--- config.mk ---
export PLATFORM = sky130hd
export DESIGN_NAME = adp_port_group
export DESIGN_NICKNAME = d
export VERILOG_FILES = /design/src/adp_pkg.sv /design/src/adp_port_group.sv
export SDC_FILE = /design/constraint.sdc
export NUM_CORES = 1
export LEC_CHECK = 0
export ABC_CLOCK_PERIOD_IN_PS = 4400
export BUFFER_PORTS_ARGS = -buffer_cell sky130_fd_sc_hd__buf_2
export CELL_PAD_IN_SITES_DETAIL_PLACEMENT = 0
export CELL_PAD_IN_SITES_GLOBAL_PLACEMENT = 1
export CORE_UTILIZATION = 36
export CTS_CLUSTER_DIAMETER = 200
export DETAILED_ROUTE_END_ITERATION = 16
export PLACE_DENSITY_LB_ADDON = 0.15
export SLEW_MARGIN = 5
export SYNTH_ARGS = -nofsm -noshare
export SYNTH_HDL_FRONTEND = slang
export SYNTH_SLANG_ARGS = --single-unit
--- constraint.sdc ---
create_clock -name clock -period 4.4 [get_ports clock]
set_input_delay 0.44 -clock clock [delete_from_list [all_inputs] [get_ports clock]]
set_output_delay 0.44 -clock clock [all_outputs]
set_load 0.01 [all_outputs]
--- src/adp_pkg.sv ---
// Package with register map, mode codes and reset values for the address/data port group.
package adp_pkg;
    localparam logic [15:0] ADP_LOW_DIR_ADDR = 16'hffb0;
    localparam logic [15:0] ADP_HIGH_DIR_ADDR = 16'hffb1;
    localparam logic [15:0] ADP_LOW_DATA_ADDR = 16'hffb2;
    localparam logic [15:0] ADP_HIGH_DATA_ADDR = 16'hffb3;
    localparam logic [15:0] ADP_BUS_DIR_ADDR = 16'hffb4;
    localparam logic [15:0] ADP_BUS_DATA_ADDR = 16'hffb6;
    localparam logic [7:0] ADP_REG_RESET = 8'h00;
    localparam logic [7:0] ADP_ALL_ONES = 8'hff;
    localparam logic [1:0] ADP_MODE_1 = 2'h1;
    localparam logic [1:0] ADP_MODE_2 = 2'h2;
    localparam logic [1:0] ADP_MODE_3 = 2'h3;

    typedef struct packed {
        logic [7:0] low_dir;
        logic [7:0] low_data;
        logic [7:0] high_dir;
        logic [7:0] high_data;
        logic [7:0] bus_dir;
        logic [7:0] bus_data;
        logic [7:0] rd_data;
        logic out_of_reset;
    } adp_state_type;
endpackage

--- src/adp_port_group.sv ---
// Three 8-bit ports: low address, high address and data bus port with their registers.
// Functional notes
// - A data register read returns the latch for output pins and the live pin for input pins.
// - In modes 2 and 3 a data bit of 1 on an input pin of the address ports turns its pull-up on.
// - Pull-ups are forced off for output pins in modes 2 and 3 and for all address-port pins in mode 1.
// - In mode 1 the address ports drive address on every pin and their direction is fixed at ones.
// - In mode 2 an address-port pin is an input when its direction bit is 0 and address when 1.
// - In mode 3 the address ports are plain general-purpose ports.
// - Reset clears direction and data registers, making every pin an input with pull-up off.
// - On leaving reset in mode 1 the address-port direction registers become all ones.
// - Hardware standby puts every address-port pin in high impedance with pull-up off.
// - Software standby keeps the registers and drives address-output pins low.
// - Software standby keeps general-purpose outputs driving the data register value.
// - The high-address port carries address bits 15 to 8.
// - A direction bit of 1 makes a pin an output and 0 an input.
// - The data port is the external data bus in modes 1 and 2, and in mode 3 is GPIO or the shared RAM bus.
// - Direction registers are write-only and read back as all ones.
`timescale 1ns/1ps
`default_nettype none
module adp_port_group
    import adp_pkg::*;
(
    // Clock and reset
    input wire logic clock,
    input wire logic rst_n,
    // Operating mode and power state
    input wire logic [1:0] mode,
    input wire logic hw_standby,
    input wire logic sw_standby,
    input wire logic shared_ram_enable,
    // CPU register bus
    input wire logic [15:0] reg_addr,
    input wire logic reg_wr,
    input wire logic reg_rd,
    input wire logic [7:0] reg_wdata,
    output logic [7:0] reg_rdata,
    // External bus sources
    input wire logic [15:0] bus_address,
    input wire logic [7:0] ext_data_out,
    input wire logic ext_data_drive,
    input wire logic [7:0] ram_data_out,
    input wire logic ram_data_drive,
    // Low address port pins
    input wire logic [7:0] low_pin_in,
    output logic [7:0] low_pin_out,
    output logic [7:0] low_pin_oe_n,
    output logic [7:0] low_pullup,
    // High address port pins
    input wire logic [7:0] high_pin_in,
    output logic [7:0] high_pin_out,
    output logic [7:0] high_pin_oe_n,
    output logic [7:0] high_pullup,
    // Data port pins
    input wire logic [7:0] bus_pin_in,
    output logic [7:0] bus_pin_out,
    output logic [7:0] bus_pin_oe_n,
    output logic [7:0] bus_pullup
);
    adp_state_type state;
    adp_state_type next_state;
    logic gp_mode;
    logic [7:0] low_out_c, high_out_c, bus_out_c;
    logic [7:0] low_oe_c, high_oe_c, bus_oe_c;
    logic [7:0] low_val, high_val, bus_val;
    logic bus_gpio;

    // Mode decode; mode 1 treats every address-port direction bit as one regardless of storage.
    // The mode pins are expected to stay still while the chip runs, so no edge on
    // them is tracked; a change only takes effect through the decode below.
    assign gp_mode = (mode == ADP_MODE_3);
    assign bus_gpio = gp_mode && !shared_ram_enable;

    // Register updates and read data; the read value is registered so data outputs come from flops.
    always_comb begin
        next_state = state;
        next_state.out_of_reset = 1'b1;
        if (!state.out_of_reset && mode == ADP_MODE_1) begin
            next_state.low_dir = ADP_ALL_ONES;
            next_state.high_dir = ADP_ALL_ONES;
        end
        // Writes are ignored in hardware standby, where all pins float but reads still update the read data.
        if (reg_wr && !hw_standby) begin
            if (reg_addr == ADP_LOW_DIR_ADDR) begin
                if (mode != ADP_MODE_1) next_state.low_dir = reg_wdata;
            end else if (reg_addr == ADP_HIGH_DIR_ADDR) begin
                if (mode != ADP_MODE_1) next_state.high_dir = reg_wdata;
            end else if (reg_addr == ADP_LOW_DATA_ADDR) begin
                next_state.low_data = reg_wdata;
            end else if (reg_addr == ADP_HIGH_DATA_ADDR) begin
                next_state.high_data = reg_wdata;
            end else if (reg_addr == ADP_BUS_DIR_ADDR) begin
                next_state.bus_dir = reg_wdata;
            end else if (reg_addr == ADP_BUS_DATA_ADDR) begin
                next_state.bus_data = reg_wdata;
            end
        end
        if (reg_rd) begin
            if (reg_addr == ADP_LOW_DIR_ADDR || reg_addr == ADP_HIGH_DIR_ADDR ||
                    reg_addr == ADP_BUS_DIR_ADDR) begin
                next_state.rd_data = ADP_ALL_ONES;
            end else if (reg_addr == ADP_LOW_DATA_ADDR) begin
                next_state.rd_data = (state.low_data & state.low_dir) |
                    (low_pin_in & ~state.low_dir);
            end else if (reg_addr == ADP_HIGH_DATA_ADDR) begin
                next_state.rd_data = (state.high_data & state.high_dir) |
                    (high_pin_in & ~state.high_dir);
            end else if (reg_addr == ADP_BUS_DATA_ADDR) begin
                next_state.rd_data = (state.bus_data & state.bus_dir) |
                    (bus_pin_in & ~state.bus_dir);
            end else begin
                next_state.rd_data = ADP_REG_RESET;
            end
        end
        // Reset comes last so that it overrides any strobe seen in the same cycle.
        if (!rst_n) begin
            next_state = '0;
        end
    end

    always_ff @(posedge clock) begin
        state <= next_state;
    end

    assign reg_rdata = state.rd_data;

    // Pin drive for the two address ports. Mode 3 uses the data latch, modes 1 and 2
    // put the live bus address on output pins, and software standby pulls it low.
    always_comb begin
        if (gp_mode) begin
            low_val = state.low_data;
            high_val = state.high_data;
        end else if (sw_standby) begin
            low_val = 8'h00;
            high_val = 8'h00;
        end else begin
            low_val = bus_address[7:0];
            high_val = bus_address[15:8];
        end
        low_oe_c = state.low_dir;
        high_oe_c = state.high_dir;
        if (mode == ADP_MODE_1) begin
            low_oe_c = ADP_ALL_ONES;
            high_oe_c = ADP_ALL_ONES;
        end
        if (hw_standby || !rst_n) begin
            low_oe_c = 8'h00;
            high_oe_c = 8'h00;
        end
    end

    // The data port follows the external bus, the shared RAM bus, or its own registers.
    always_comb begin
        if (bus_gpio) begin
            bus_val = state.bus_data;
            bus_oe_c = state.bus_dir;
        end else if (gp_mode) begin
            bus_val = ram_data_out;
            bus_oe_c = (ram_data_drive && !sw_standby) ? ADP_ALL_ONES : 8'h00;
        end else begin
            bus_val = ext_data_out;
            bus_oe_c = (ext_data_drive && !sw_standby) ? ADP_ALL_ONES : 8'h00;
        end
        if (hw_standby || !rst_n) begin
            bus_oe_c = 8'h00;
        end
    end

    assign low_out_c = low_val & low_oe_c;
    assign high_out_c = high_val & high_oe_c;
    assign bus_out_c = bus_val & bus_oe_c;

    // Pin outputs. Enables are active low; pull-ups only on inputs in modes 2 and 3.
    assign low_pin_out = low_out_c;
    assign high_pin_out = high_out_c;
    assign bus_pin_out = bus_out_c;
    assign low_pin_oe_n = ~low_oe_c;
    assign high_pin_oe_n = ~high_oe_c;
    assign bus_pin_oe_n = ~bus_oe_c;
    // Reset masks the pull-ups at once, since the data latch only clears at the edge.
    assign low_pullup = (mode == ADP_MODE_1 || hw_standby || !rst_n) ? 8'h00 :
        (state.low_data & ~low_oe_c);
    assign high_pullup = (mode == ADP_MODE_1 || hw_standby || !rst_n) ? 8'h00 :
        (state.high_data & ~high_oe_c);
    assign bus_pullup = (bus_gpio && !hw_standby && rst_n) ? (state.bus_data & ~bus_oe_c) :
        8'h00;
endmodule
`default_nettype wire

# After elaboration in Yosys (flattened, before gate mapping)
# Index checks and enable logic that the tools add are counted.
# totals
register_bits,57
latch_bits,0
ram_bits,0
rom_bits,0
inputBits,91
output_inout_bits,80
elab_cells,104
memories,0
# classes
n_addsub,0
multipliers,0
div,0
magnitude_cmp,0
eq_ne,9
shift,0
muxes,40
bitwise_logic,26
n_reduce_logical,21
# op_table
operator,count
8-bit two-way mux,34
8-bit bitwise AND,12
"16-bit == test, second input constant",6
24-bit two-way mux,2
48-bit two-way mux,1
8-bit NOT,6
40-bit two-way mux,1
8-bit OR,3
16-bit two-way mux,1
1-bit logical AND,7
7-bit AND reduction,1
6-bit AND reduction,1
1-bit logical NOT,5
1-bit logical OR,5
1-bit NOT,5
5-bit AND reduction,1
4-bit AND reduction,1
"2-bit by 1-bit == test with 1-bit output, second input constant",1
"2-bit == test, second input constant",1
"2-bit by 1-bit inequality test with 1-bit output, second input constant",1
1-bit two-way mux,1

# Depth between registers and ports, before layout
# Gate-level depths: netlist (run 1).
# logic_depth
ltp_word,9
depth_mapped,6
depth_no_buf,4

# Worst setup path before layout (run 1)
# Ideal clock, no wire load.
# synth_path
path_type,input-to-output
from,input port shared_ram_enable
to,output port bus_pin_out[0]
arrival_ns,1.696
required_time_ns,3.960
slack_ns,2.264
stages,5
n_path_buf,2
cell_sequence,buf_2 > nand2b_1 > clkbuf_1 > nor2_1 > a2111oi_0
# synth_between
elab_chain_cells,5
elab_cells_between_ends,6
classes_between,3 x mux; 1 x bitwise; 2 x reduce/logical
# synth_lines
element,line_no,rtl
start: declaration,adp_port_group.sv:30,"input wire logic shared_ram_enable,"
1-bit logical NOT (*),adp_port_group.sv:71,assign bus_gpio = gp_mode && !shared_ram_enable;
1-bit logical AND (*),adp_port_group.sv:71,
8-bit two-way mux,adp_port_group.sv:153,if (bus_gpio) begin
8-bit two-way mux,adp_port_group.sv:163,if (hw_standby || !rst_n) begin
8-bit bitwise AND (*),adp_port_group.sv:170,assign bus_out_c = bus_val & bus_oe_c;
end: declaration,adp_port_group.sv:55,"output logic [7:0] bus_pin_out,"
# Every way passes the cells marked *; elsewhere a longest branch is shown, timed or not.

# Worst setup path in the final report (run 1)
# layout_path
from,input port mode[1]
to,output port bus_pin_out[1]
# layout_between
elab_chain_cells,5
elab_cells_between_ends,8
classes_between,1 x eq/ne; 5 x mux; 1 x bitwise; 1 x reduce/logical
# layout_lines
element,line_no,rtl
start: declaration,adp_port_group.sv:27,"input wire logic [1:0] mode,"
2-bit == test (*),adp_port_group.sv:70,assign gp_mode = (mode == ADP_MODE_3);
8-bit two-way mux / 1-bit logical AND (equally long branches),"adp_port_group.sv:156, adp_port_group.sv:71",
8-bit two-way mux,adp_port_group.sv:153,
8-bit two-way mux,adp_port_group.sv:163,
8-bit bitwise AND (*),adp_port_group.sv:170,
# Marked as above.

==> metrics.yaml, run 1 <==
cts_inserted_buffers: 9
grt_pass1_vias: 3211
power_density_nw_per_um2: 274.7
grt_pass1_wl_um: 17200
p_leak_nw: 2.179
fp-row-count: 36
path_cells: "buf_2 > and2_1 > nor2b_1 > o21ai_1 > a2111oi_0 > buf_2"
synth_fp_nets: 508
fp.dieW_um: 101.6
cts.repair.resized: 0
routed_wl_um: 11560
path_buf_inv: 2
synth-edff-count: 0
ant_nets: 0
initial_core_util_pct: 36.91
dp.cells: 689
yosys_warnings: 0
viasPerCell: 5.254
worst-setup-path-type: "input port to primary output"
grt_overflow: 0
yosysMostFrequentCell: "mux2i_1"
synthTopCellsByArea: "dfxtp_1 32%, mux2i_1 22%, nor3b_1 7.8%, o21ai_0 6.7%, nand2_1 4.5%"
synth_top_area_share_pct: 31.92
drtIter0Drc: 106
finClkSkew_ns: 0.007001
synth-seq-cells: 57
fill_cells: 993
htreeDepth: 3
power.internal_mw: 0.9700
period_minus_slack_ns: 2.648
r2r_start: "state[0]$_DFF_P_"
r2r_slack_ns: 2.96
cts_tree: "done"
cts.hold.buffers_added: 0
antenna_found_initial: 1
critPathArrivalTime_ns: 2.21
fp.coreArea_um2: 9684
slew_viol_final: 0
rsz0062_at_grt: "no"
clk_latency_ns: 0.33
avgSynthCellArea_um2: 8.572
drive_gt1_share_pct: 35.90
grt.total_usage_pct: 22.04
wl_per_cell_um: 16.43
gp_congestion: 0.8105
yosys.area.top_type: "dfxtp_1"
path_common_cell: "buf_2"
syn_inst: 417
setup_viol: 0
floorplan.die.height_um: 101.6
n_antenna_cell: 0
rr_worst_depth: 3
synth_commonest_cells: "80 x mux2i_1, 57 x dfxtp_1, 48 x o21ai_0"
status: "completed"
tns_ns: 0
layout.cells.non_filler: 704
pre_cts_ws_ns: 1.725
end_kind: "primary output"
cts_setup_buffers: 0
vdd_drop_max_uv: 151.8
clk_pin_slew_ns: 0.07
multiInputGateArea_um2: 2263
drc_errors: 0
start_kind: "input port"
min_to: "state[30]$_SDFFE_PN0P_"
area_growth_pct: 30.94
maxCapViolCount: 0
first_pass_iters: 4
crit_required_ns: 3.96
netlist_area_um2: 3575
vias: 3699
synth.distinct_cells: 34
switching_share_pct: 24.55
p_comb_share_pct: 14.4
dp_hpwl_um: 8697
p_sw_mw: 0.3157
cpPeakStageDelay_ns: 0.51
numClockSinks: 57
hold_viol: 0
ys_async_sr_fraction_pct: 0
ios: 171
ys.flop_type: "dfxtp_1"
hp-start: "state[30]$_SDFFE_PN0P_"
cts-root-buf: "clkbuf_8"
dieArea_um2: 10330
slew-limit-headroom_pct: 37.78
clk_path_buf_depth: 2
setup_ws_ns: 1.752
critPathSlowestCell: "and2_1"
period_share_pct: 60.18
r2r_end: "state[54]$_SDFF_PN0_"
cp_max_fo: 19
ys_seq_area_share_pct: 31.92
grt_max_degree: 67
regArea_um2: 1141
nets: 658
finalPower_mw: 1.286
seq_power_share_pct: 41.9
crit_family: "simple AND/OR/NAND/NOR gates"
whs_path_depth: 2
pwr-share-clk_pct: 43.7
clock.fmax_ghz: 0.3777
io_buffers: 170
min_path_type: "flip-flop to flip-flop"
worstMarginPinSlew_ns: 0.9298
## kinds of logic after synthesis
kind of cell           Yosys count  synth area share (%)
flip-flops                      57                 31.92
AND/OR/NAND/NOR                143                 23.21
buffers and inverters           35                 4.760
multiplexers                    88                 24.92
AO/OA/AOI/OAI                   94                 15.19
## cell type report
type                    count  share of cell area [%]
flip-flops and latches     57                   24.38
well taps                 133                   3.555
repair buffers            174                   18.82
multi-input cells         325                   48.36
clock buffers              13                   3.609
clock inverters             2                   1.283
## cell usage in the layout, fill, tap and decap left out, types with 3 or more instances in the layout
master and count:
nor2_1 35, nor4b_1 4, o21ai_0 48, clkbuf_8 12, a21oi_1 25, mux2_2 8
buf_2 170, a32oi_1 8, nand2b_1 5, nand2_1 43, dfxtp_1 57, mux2i_1 80
a2111oi_0 8, nor3b_1 37, buf_4 4, nand4b_1 3, nor2b_1 3
## metal layers
metal	GRT usage [%]	share of wire (%)	vias up
li1	-	-	1809
met1	30.41	47	1753
met2	34.93	46	121
met3	3.727	5.9	14
met4	6.912	1.1	2
met5	0	0.11	-
## power groups by stage
stage / clock network, mW / logic (mW) / registers, mW
floorplan: 0 / 0.106 / 0.547
global placement: 0 / 0.183 / 0.550
detailed placement: 0 / 0.186 / 0.550
CTS: 0.567 / 0.187 / 0.539
global route: 0.591 / 0.203 / 0.541
finish: 0.562 / 0.185 / 0.539
## flip-flops by register name, indices dropped and copies added (netlist names)
| name | count |
|---|---|
| reg_rdata | 8 |
| state | 49 |
## worst max path at each step
stage                      startpoint              to  slack [ns]  cells after the start
floorplan           shared_ram_enable  bus_pin_out[0]        2.26                      5
global placement              mode[1]  bus_pin_out[0]        1.80                      6
detailed placement            mode[1]  bus_pin_out[1]        1.72                      6
CTS                           mode[1]  bus_pin_out[1]        1.74                      6
global route                  mode[1]  bus_pin_out[5]        1.55                      6
finish                        mode[1]  bus_pin_out[1]        1.75                      6
## tightest hold or removal path, delay by kind of cell (launching register included)
kind | cells | cell delay [ns]
DFF | 1 | 0.33
muxes | 1 | 0.05
and+or+nand+nor | 1 | 0.06
## per-stage QoR
step	area [um2]	util (%)	hold WS (ns)
2_1_floorplan	3575	-	0.4559
3_3_place_gp	4452	45.97	0.4765
3_5_place_dp	4452	45.97	0.4861
4_1_cts	4681	48.33	0.4943
5_1_grt	4681	48.33	0.5148
6_report	4681	48.33	0.4914
Note: power is estimated with default switching activity, not from simulation.
==> run 2, diff against run 1 <==
- ABC_CLOCK_PERIOD_IN_PS: 4400 -> 2500
- CORE_UTILIZATION: 36 -> 33
- clock period: 4.4 -> 2.5 ns (I/O delays scaled with it)
==> run 2 against run 1 <==
Via count fell by 0.41%. Final cell count grew 1.4%. Worst setup slack lost 1.4 ns. Utilization is 3.1 points lower. Die area grew 8.9%. Worst hold slack got worse by 0.18 ns. First-iteration DRC count grew 61%. Critical path depth is 1 lower. Register-to-register slack got worse by 1.8 ns.
==> metrics.yaml, run 2 (same netlist as run 1, synthesis figures left out) <==
status: "completed"
slew_viol_final: 0
wl_per_cell_um: 16.86
numClockSinks: 57
path_cells: "buf_2 > nor2b_1 > o21ai_0 > nor2_1 > buf_2"
regArea_um2: 1141
grt_pass1_vias: 3549
path_common_cell: "buf_2"
regMostFlops: "state"
dp_hpwl_um: 9224
grt_overflow: 0
cts_tree: "done"
cts.repair.resized: 0
viasPerCell: 5.160
start_kind: "input port"
wl_met1_um: 5707
layout.cells.non_filler: 714
nets: 664
finalPower_mw: 2.207
vias: 3684
power_density_nw_per_um2: 468.4
final_common_cell: "buf_2"
wl_met3_um: 673
worstMarginPinSlew_ns: 1.167
routed.top_layer: "met4"
critPathLaunch: "mode[0]"
htreeDepth: 3
pre_cts_ws_ns: 0.3104
cts-root-buf: "clkbuf_8"
hold_viol: 0
cts_setup_buffers: 0
period_minus_slack_ns: 2.115
crit_required_ns: 2.25
finClkSkew_ns: 0.01020
setup_ws_ns: 0.3847
maxCapViolCount: 0
grt.total_usage_pct: 21.69
min_path_type: "input port to flip-flop"
clk_path_buf_depth: 2
vdd_drop_max_uv: 273.3
drive_gt1_share_pct: 36.51
slew-limit-headroom_pct: 22.01
fp.dieW_um: 106.1
fp.coreArea_um2: 10420
path_buf_inv: 2
dp.cells: 698
dieArea_um2: 11250
first_pass_iters: 5
wl_met2_um: 5500
end_kind: "primary output"
clk_latency_ns: 0.34
critPathArrivalTime_ns: 1.87
grt_max_degree: 67
cts_inserted_buffers: 9
n_antenna_cell: 0
multiInputGateArea_um2: 2263
clk_pin_slew_ns: 0.07
cts.hold.buffers_added: 0
cpPeakStageDelay_ns: 0.91
io_buffers: 170
area_growth_pct: 31.82
drc_errors: 0
ant_nets: 0
period_share_pct: 84.61
r2r_start: "state[51]$_SDFF_PN0_"
worst-setup-path-type: "input port to primary output"
p_leak_nw: 2.193
fill_cells: 1095
hp-start: "reg_rd"
initial_core_util_pct: 34.32
tns_ns: 0
setup_viol: 0
largest_reg_flops: 49
antenna_found_initial: 0
layout_common_cells: "170 x buf_2, 80 x mux2i_1, 57 x dfxtp_1"
grt_pass1_wl_um: 18860
fp-row-count: 37
cp_max_fo: 17
crit_family: "simple AND/OR/NAND/NOR gates"
gp_congestion: 0.7673
routed_wl_um: 12040
ios: 171
rsz0062_at_grt: "no"
drtIter0Drc: 171
floorplan.die.height_um: 106.1
critPathSlowestCell: "nor2b_1"
clock.fmax_ghz: 0.4727
==> run 2: cell count changes in the layout (fill, tap and decap cells not counted), sizes merged <==
cell	before	now
buf	174	180
clkbuf	13	11
clkinv	0	1
clkinvlp	0	2
==> run 2: layout make-up <==
| cell class | count | area share (%) |
|---|---|---|
| repair buffers | 180 | 19.65 |
| clock inverters | 5 | 1.699 |
| flip-flops and latches | 57 | 24.22 |
| clock buffers | 11 | 2.788 |
| multi-input cells | 325 | 48.04 |
| well taps | 136 | 3.611 |
==> run 2: final timing paths <==
path / to / slack (ns) / cells past startpoint
min reg2reg: state[11]$_SDFFE_PN0P_ / 0.49 / 2
min: reg_rdata[1]$_SDFFE_PN0P_ / 0.31 / 3
max reg2reg: reg_rdata[2]$_SDFFE_PN0P_ / 1.20 / 4
max: high_pin_out[7] / 0.38 / 5
==> run 2: worst register-to-register path, delay by kind of cell, from the launching register on <==
family	cells	cell delay (ns)
muxes	2	0.49
DFF	1	0.41
AOI/OAI and AO/OA	2	0.28
==> run 2: metal layers <==
layer	GRT usage (%)	up-vias
met3	2.820	10
met2	35.15	134
li1	-	1825
met4	6.746	0
met5	0	-
met1	29.80	1715
==> run 2: power by group <==
group	internal, mW	leakage [nW]	switching (mW)	total (mW)
logic	0.142	1.63	0.187	0.328
registers	0.929	0.463	0.0203	0.949
clock network	0.560	0.0995	0.370	0.930
==> run 2: per-stage QoR <==
| stage | hold slack, ns | util [%] | instance area (um2) |
|---|---|---|---|
| 2_1_floorplan | 0.2777 | - | 3575 |
| 3_3_place_gp | 0.4757 | 43.21 | 4501 |
| 3_5_place_dp | 0.4872 | 43.21 | 4501 |
| 4_1_cts | 0.2978 | 45.24 | 4712 |
| 5_1_grt | 0.3441 | 45.24 | 4712 |
| 6_report | 0.3070 | 45.24 | 4712 |
==> run 3, diff against run 2 <==
- ABC_CLOCK_PERIOD_IN_PS: 2500 -> 2100
- clock period: 2.5 -> 2.1 ns (I/O delays scaled with it)
==> run 3 against run 2 <==
First-iteration DRC count fell by 11%. Clock skew up 0.0016 ns. Die area stayed put. Count of clock-buffer cells in the layout is 2 lower. Combinational power rose by 19%. Register-to-register slack lost 0.43 ns. Final cell count grew 0.42%. Largest power group is now the clock network.
==> metrics.yaml, run 3 (same netlist as run 1, synthesis figures left out) <==
critPathLaunch: "mode[1]"
vias: 3688
rsz0062_at_grt: "no"
worst-setup-path-type: "input port to primary output"
io_buffers: 170
power_density_nw_per_um2: 560.0
htreeDepth: 3
crit_required_ns: 1.89
clk_path_buf_depth: 2
clk_pin_slew_ns: 0.07
clk_latency_ns: 0.33
finClkSkew_ns: 0.01175
vdd_drop_max_uv: 346.5
critPathArrivalTime_ns: 1.69
fill_cells: 1095
path_common_cell: "buf_2"
maxCapViolCount: 0
worstMarginPinSlew_ns: 0.6642
n_antenna_cell: 0
routed_wl_um: 12010
whs_path_depth: 3
first_pass_iters: 5
area_growth_pct: 32.73
grt_overflow: 0
r2r_slack_ns: 0.77
rr_worst_depth: 4
period_minus_slack_ns: 1.900
tns_ns: 0
numClockSinks: 57
period_share_pct: 90.48
clock.fmax_ghz: 0.5263
drc_errors: 0
worstSetupPathDepth: 6
fp-row-count: 37
finalPower_mw: 2.657
start_kind: "input port"
dp_hpwl_um: 9177
critPathSlowestCell: "a2111oi_0"
ant_nets: 0
p_leak_nw: 2.218
cts_setup_buffers: 0
nets: 667
cts.repair.resized: 0
cp_max_fo: 8
min_path_type: "input port to flip-flop"
viasPerCell: 5.144
postLayoutCoreUtil_pct: 45.55
grt_pass1_vias: 3602
end_kind: "primary output"
floorplan.die.height_um: 106.1
setup.worst_path.end: "bus_pin_out[6]"
drtIter0Drc: 153
drive_gt1_share_pct: 37.35
path_cells: "buf_2 > and2_1 > nor2b_1 > o21ai_1 > a2111oi_0 > buf_2"
regArea_um2: 1141
r2r_start: "state[52]$_SDFF_PN0_"
fp.coreArea_um2: 10420
initial_core_util_pct: 34.32
fp.dieW_um: 106.1
setup_viol: 0
cpPeakStageDelay_ns: 0.46
grt_max_degree: 67
grt.total_usage_pct: 21.24
regMostFlops: "state"
grt_pass1_wl_um: 18570
gp_congestion: 0.8026
wl_per_cell_um: 16.74
path_buf_inv: 2
crit_family: "compound AO/OA/AOI/OAI gates"
status: "completed"
dieArea_um2: 11250
layout_common_cells: "170 x buf_2, 80 x mux2i_1, 57 x dfxtp_1"
ios: 171
final_common_cell: "buf_2"
multiInputGateArea_um2: 2266
hold_viol: 0
cts_tree: "done"
slew_viol_final: 0
largest_reg_flops: 49
slew-limit-headroom_pct: 55.63
cts-root-buf: "clkbuf_8"
antenna_found_initial: 1
cts_inserted_buffers: 9
r2r_end: "reg_rdata[3]$_SDFFE_PN0P_"
cts.hold.buffers_added: 0
-- run 3: cell count changes in the layout (fill, tap and decap cells not counted) --
cell,before,now
nor2b_1,3,2
buf_4,10,13
clkinvlp_4,2,1
nor2b_2,0,1
clkbuf_1,2,0
clkinv_2,1,2
clkinv_4,0,2
-- run 3: stage by stage --
stage               instance area, um2  hold WS [ns]  setup WS (ns)  cells
floorplan                         3575        0.2377         0.4236    417
global placement                  4523        0.4781         0.1310    701
detailed placement                4523        0.4879      -0.006137    701
CTS                               4742        0.2625         0.1512    717
global route                      4745        0.3090        0.07844    717
finish                            4745        0.2763         0.1999    717
-- run 3: where the power goes --
| part | switching [mW] | leakage, nW | total, mW | internal, mW |
|---|---|---|---|---|
| Sequential | 0.0241 | 0.463 | 1.13 | 1.11 |
| Clock | 0.469 | 0.109 | 1.14 | 0.667 |
| Combinational | 0.221 | 1.65 | 0.391 | 0.170 |
-- run 3: layer usage --
layer / part of all wire [%] / track usage [%]
met4: 0.97 / 6.548
met5: 0 / 0
met3: 5.7 / 3.311
met2: 46 / 35.81
met1: 47 / 27.75
-- run 3: worst min path at each step --
stage                      startpoint                        end  slack (ns)
2_1_floorplan                   rst_n           state[0]$_DFF_P_        0.24
3_3_place_gp   state[44]$_SDFFE_PN0P_     state[44]$_SDFFE_PN0P_        0.48
3_5_place_dp   state[46]$_SDFFE_PN0P_     state[46]$_SDFFE_PN0P_        0.49
4_1_cts                        reg_rd  reg_rdata[6]$_SDFFE_PN0P_        0.26
5_1_grt                  reg_wdata[7]       state[56]$_SDFF_PN0_        0.31
6_report                       reg_rd  reg_rdata[6]$_SDFFE_PN0P_        0.28
-- run 3: worst reg2reg max path, cell delays in order (launching register included) --
cell and delay (ns):
dfxtp_1 0.39, mux2i_1 0.30, mux2i_1 0.17, a32oi_1 0.22, a21oi_1 0.10
-- run 3: area by class of cell --
cell class	count	share of cell area, %
multi-input cells	325	47.76
clock buffers	9	2.611
clock inverters	7	2.004
repair buffers	183	19.99
flip-flops and latches	57	24.05
well taps	136	3.586
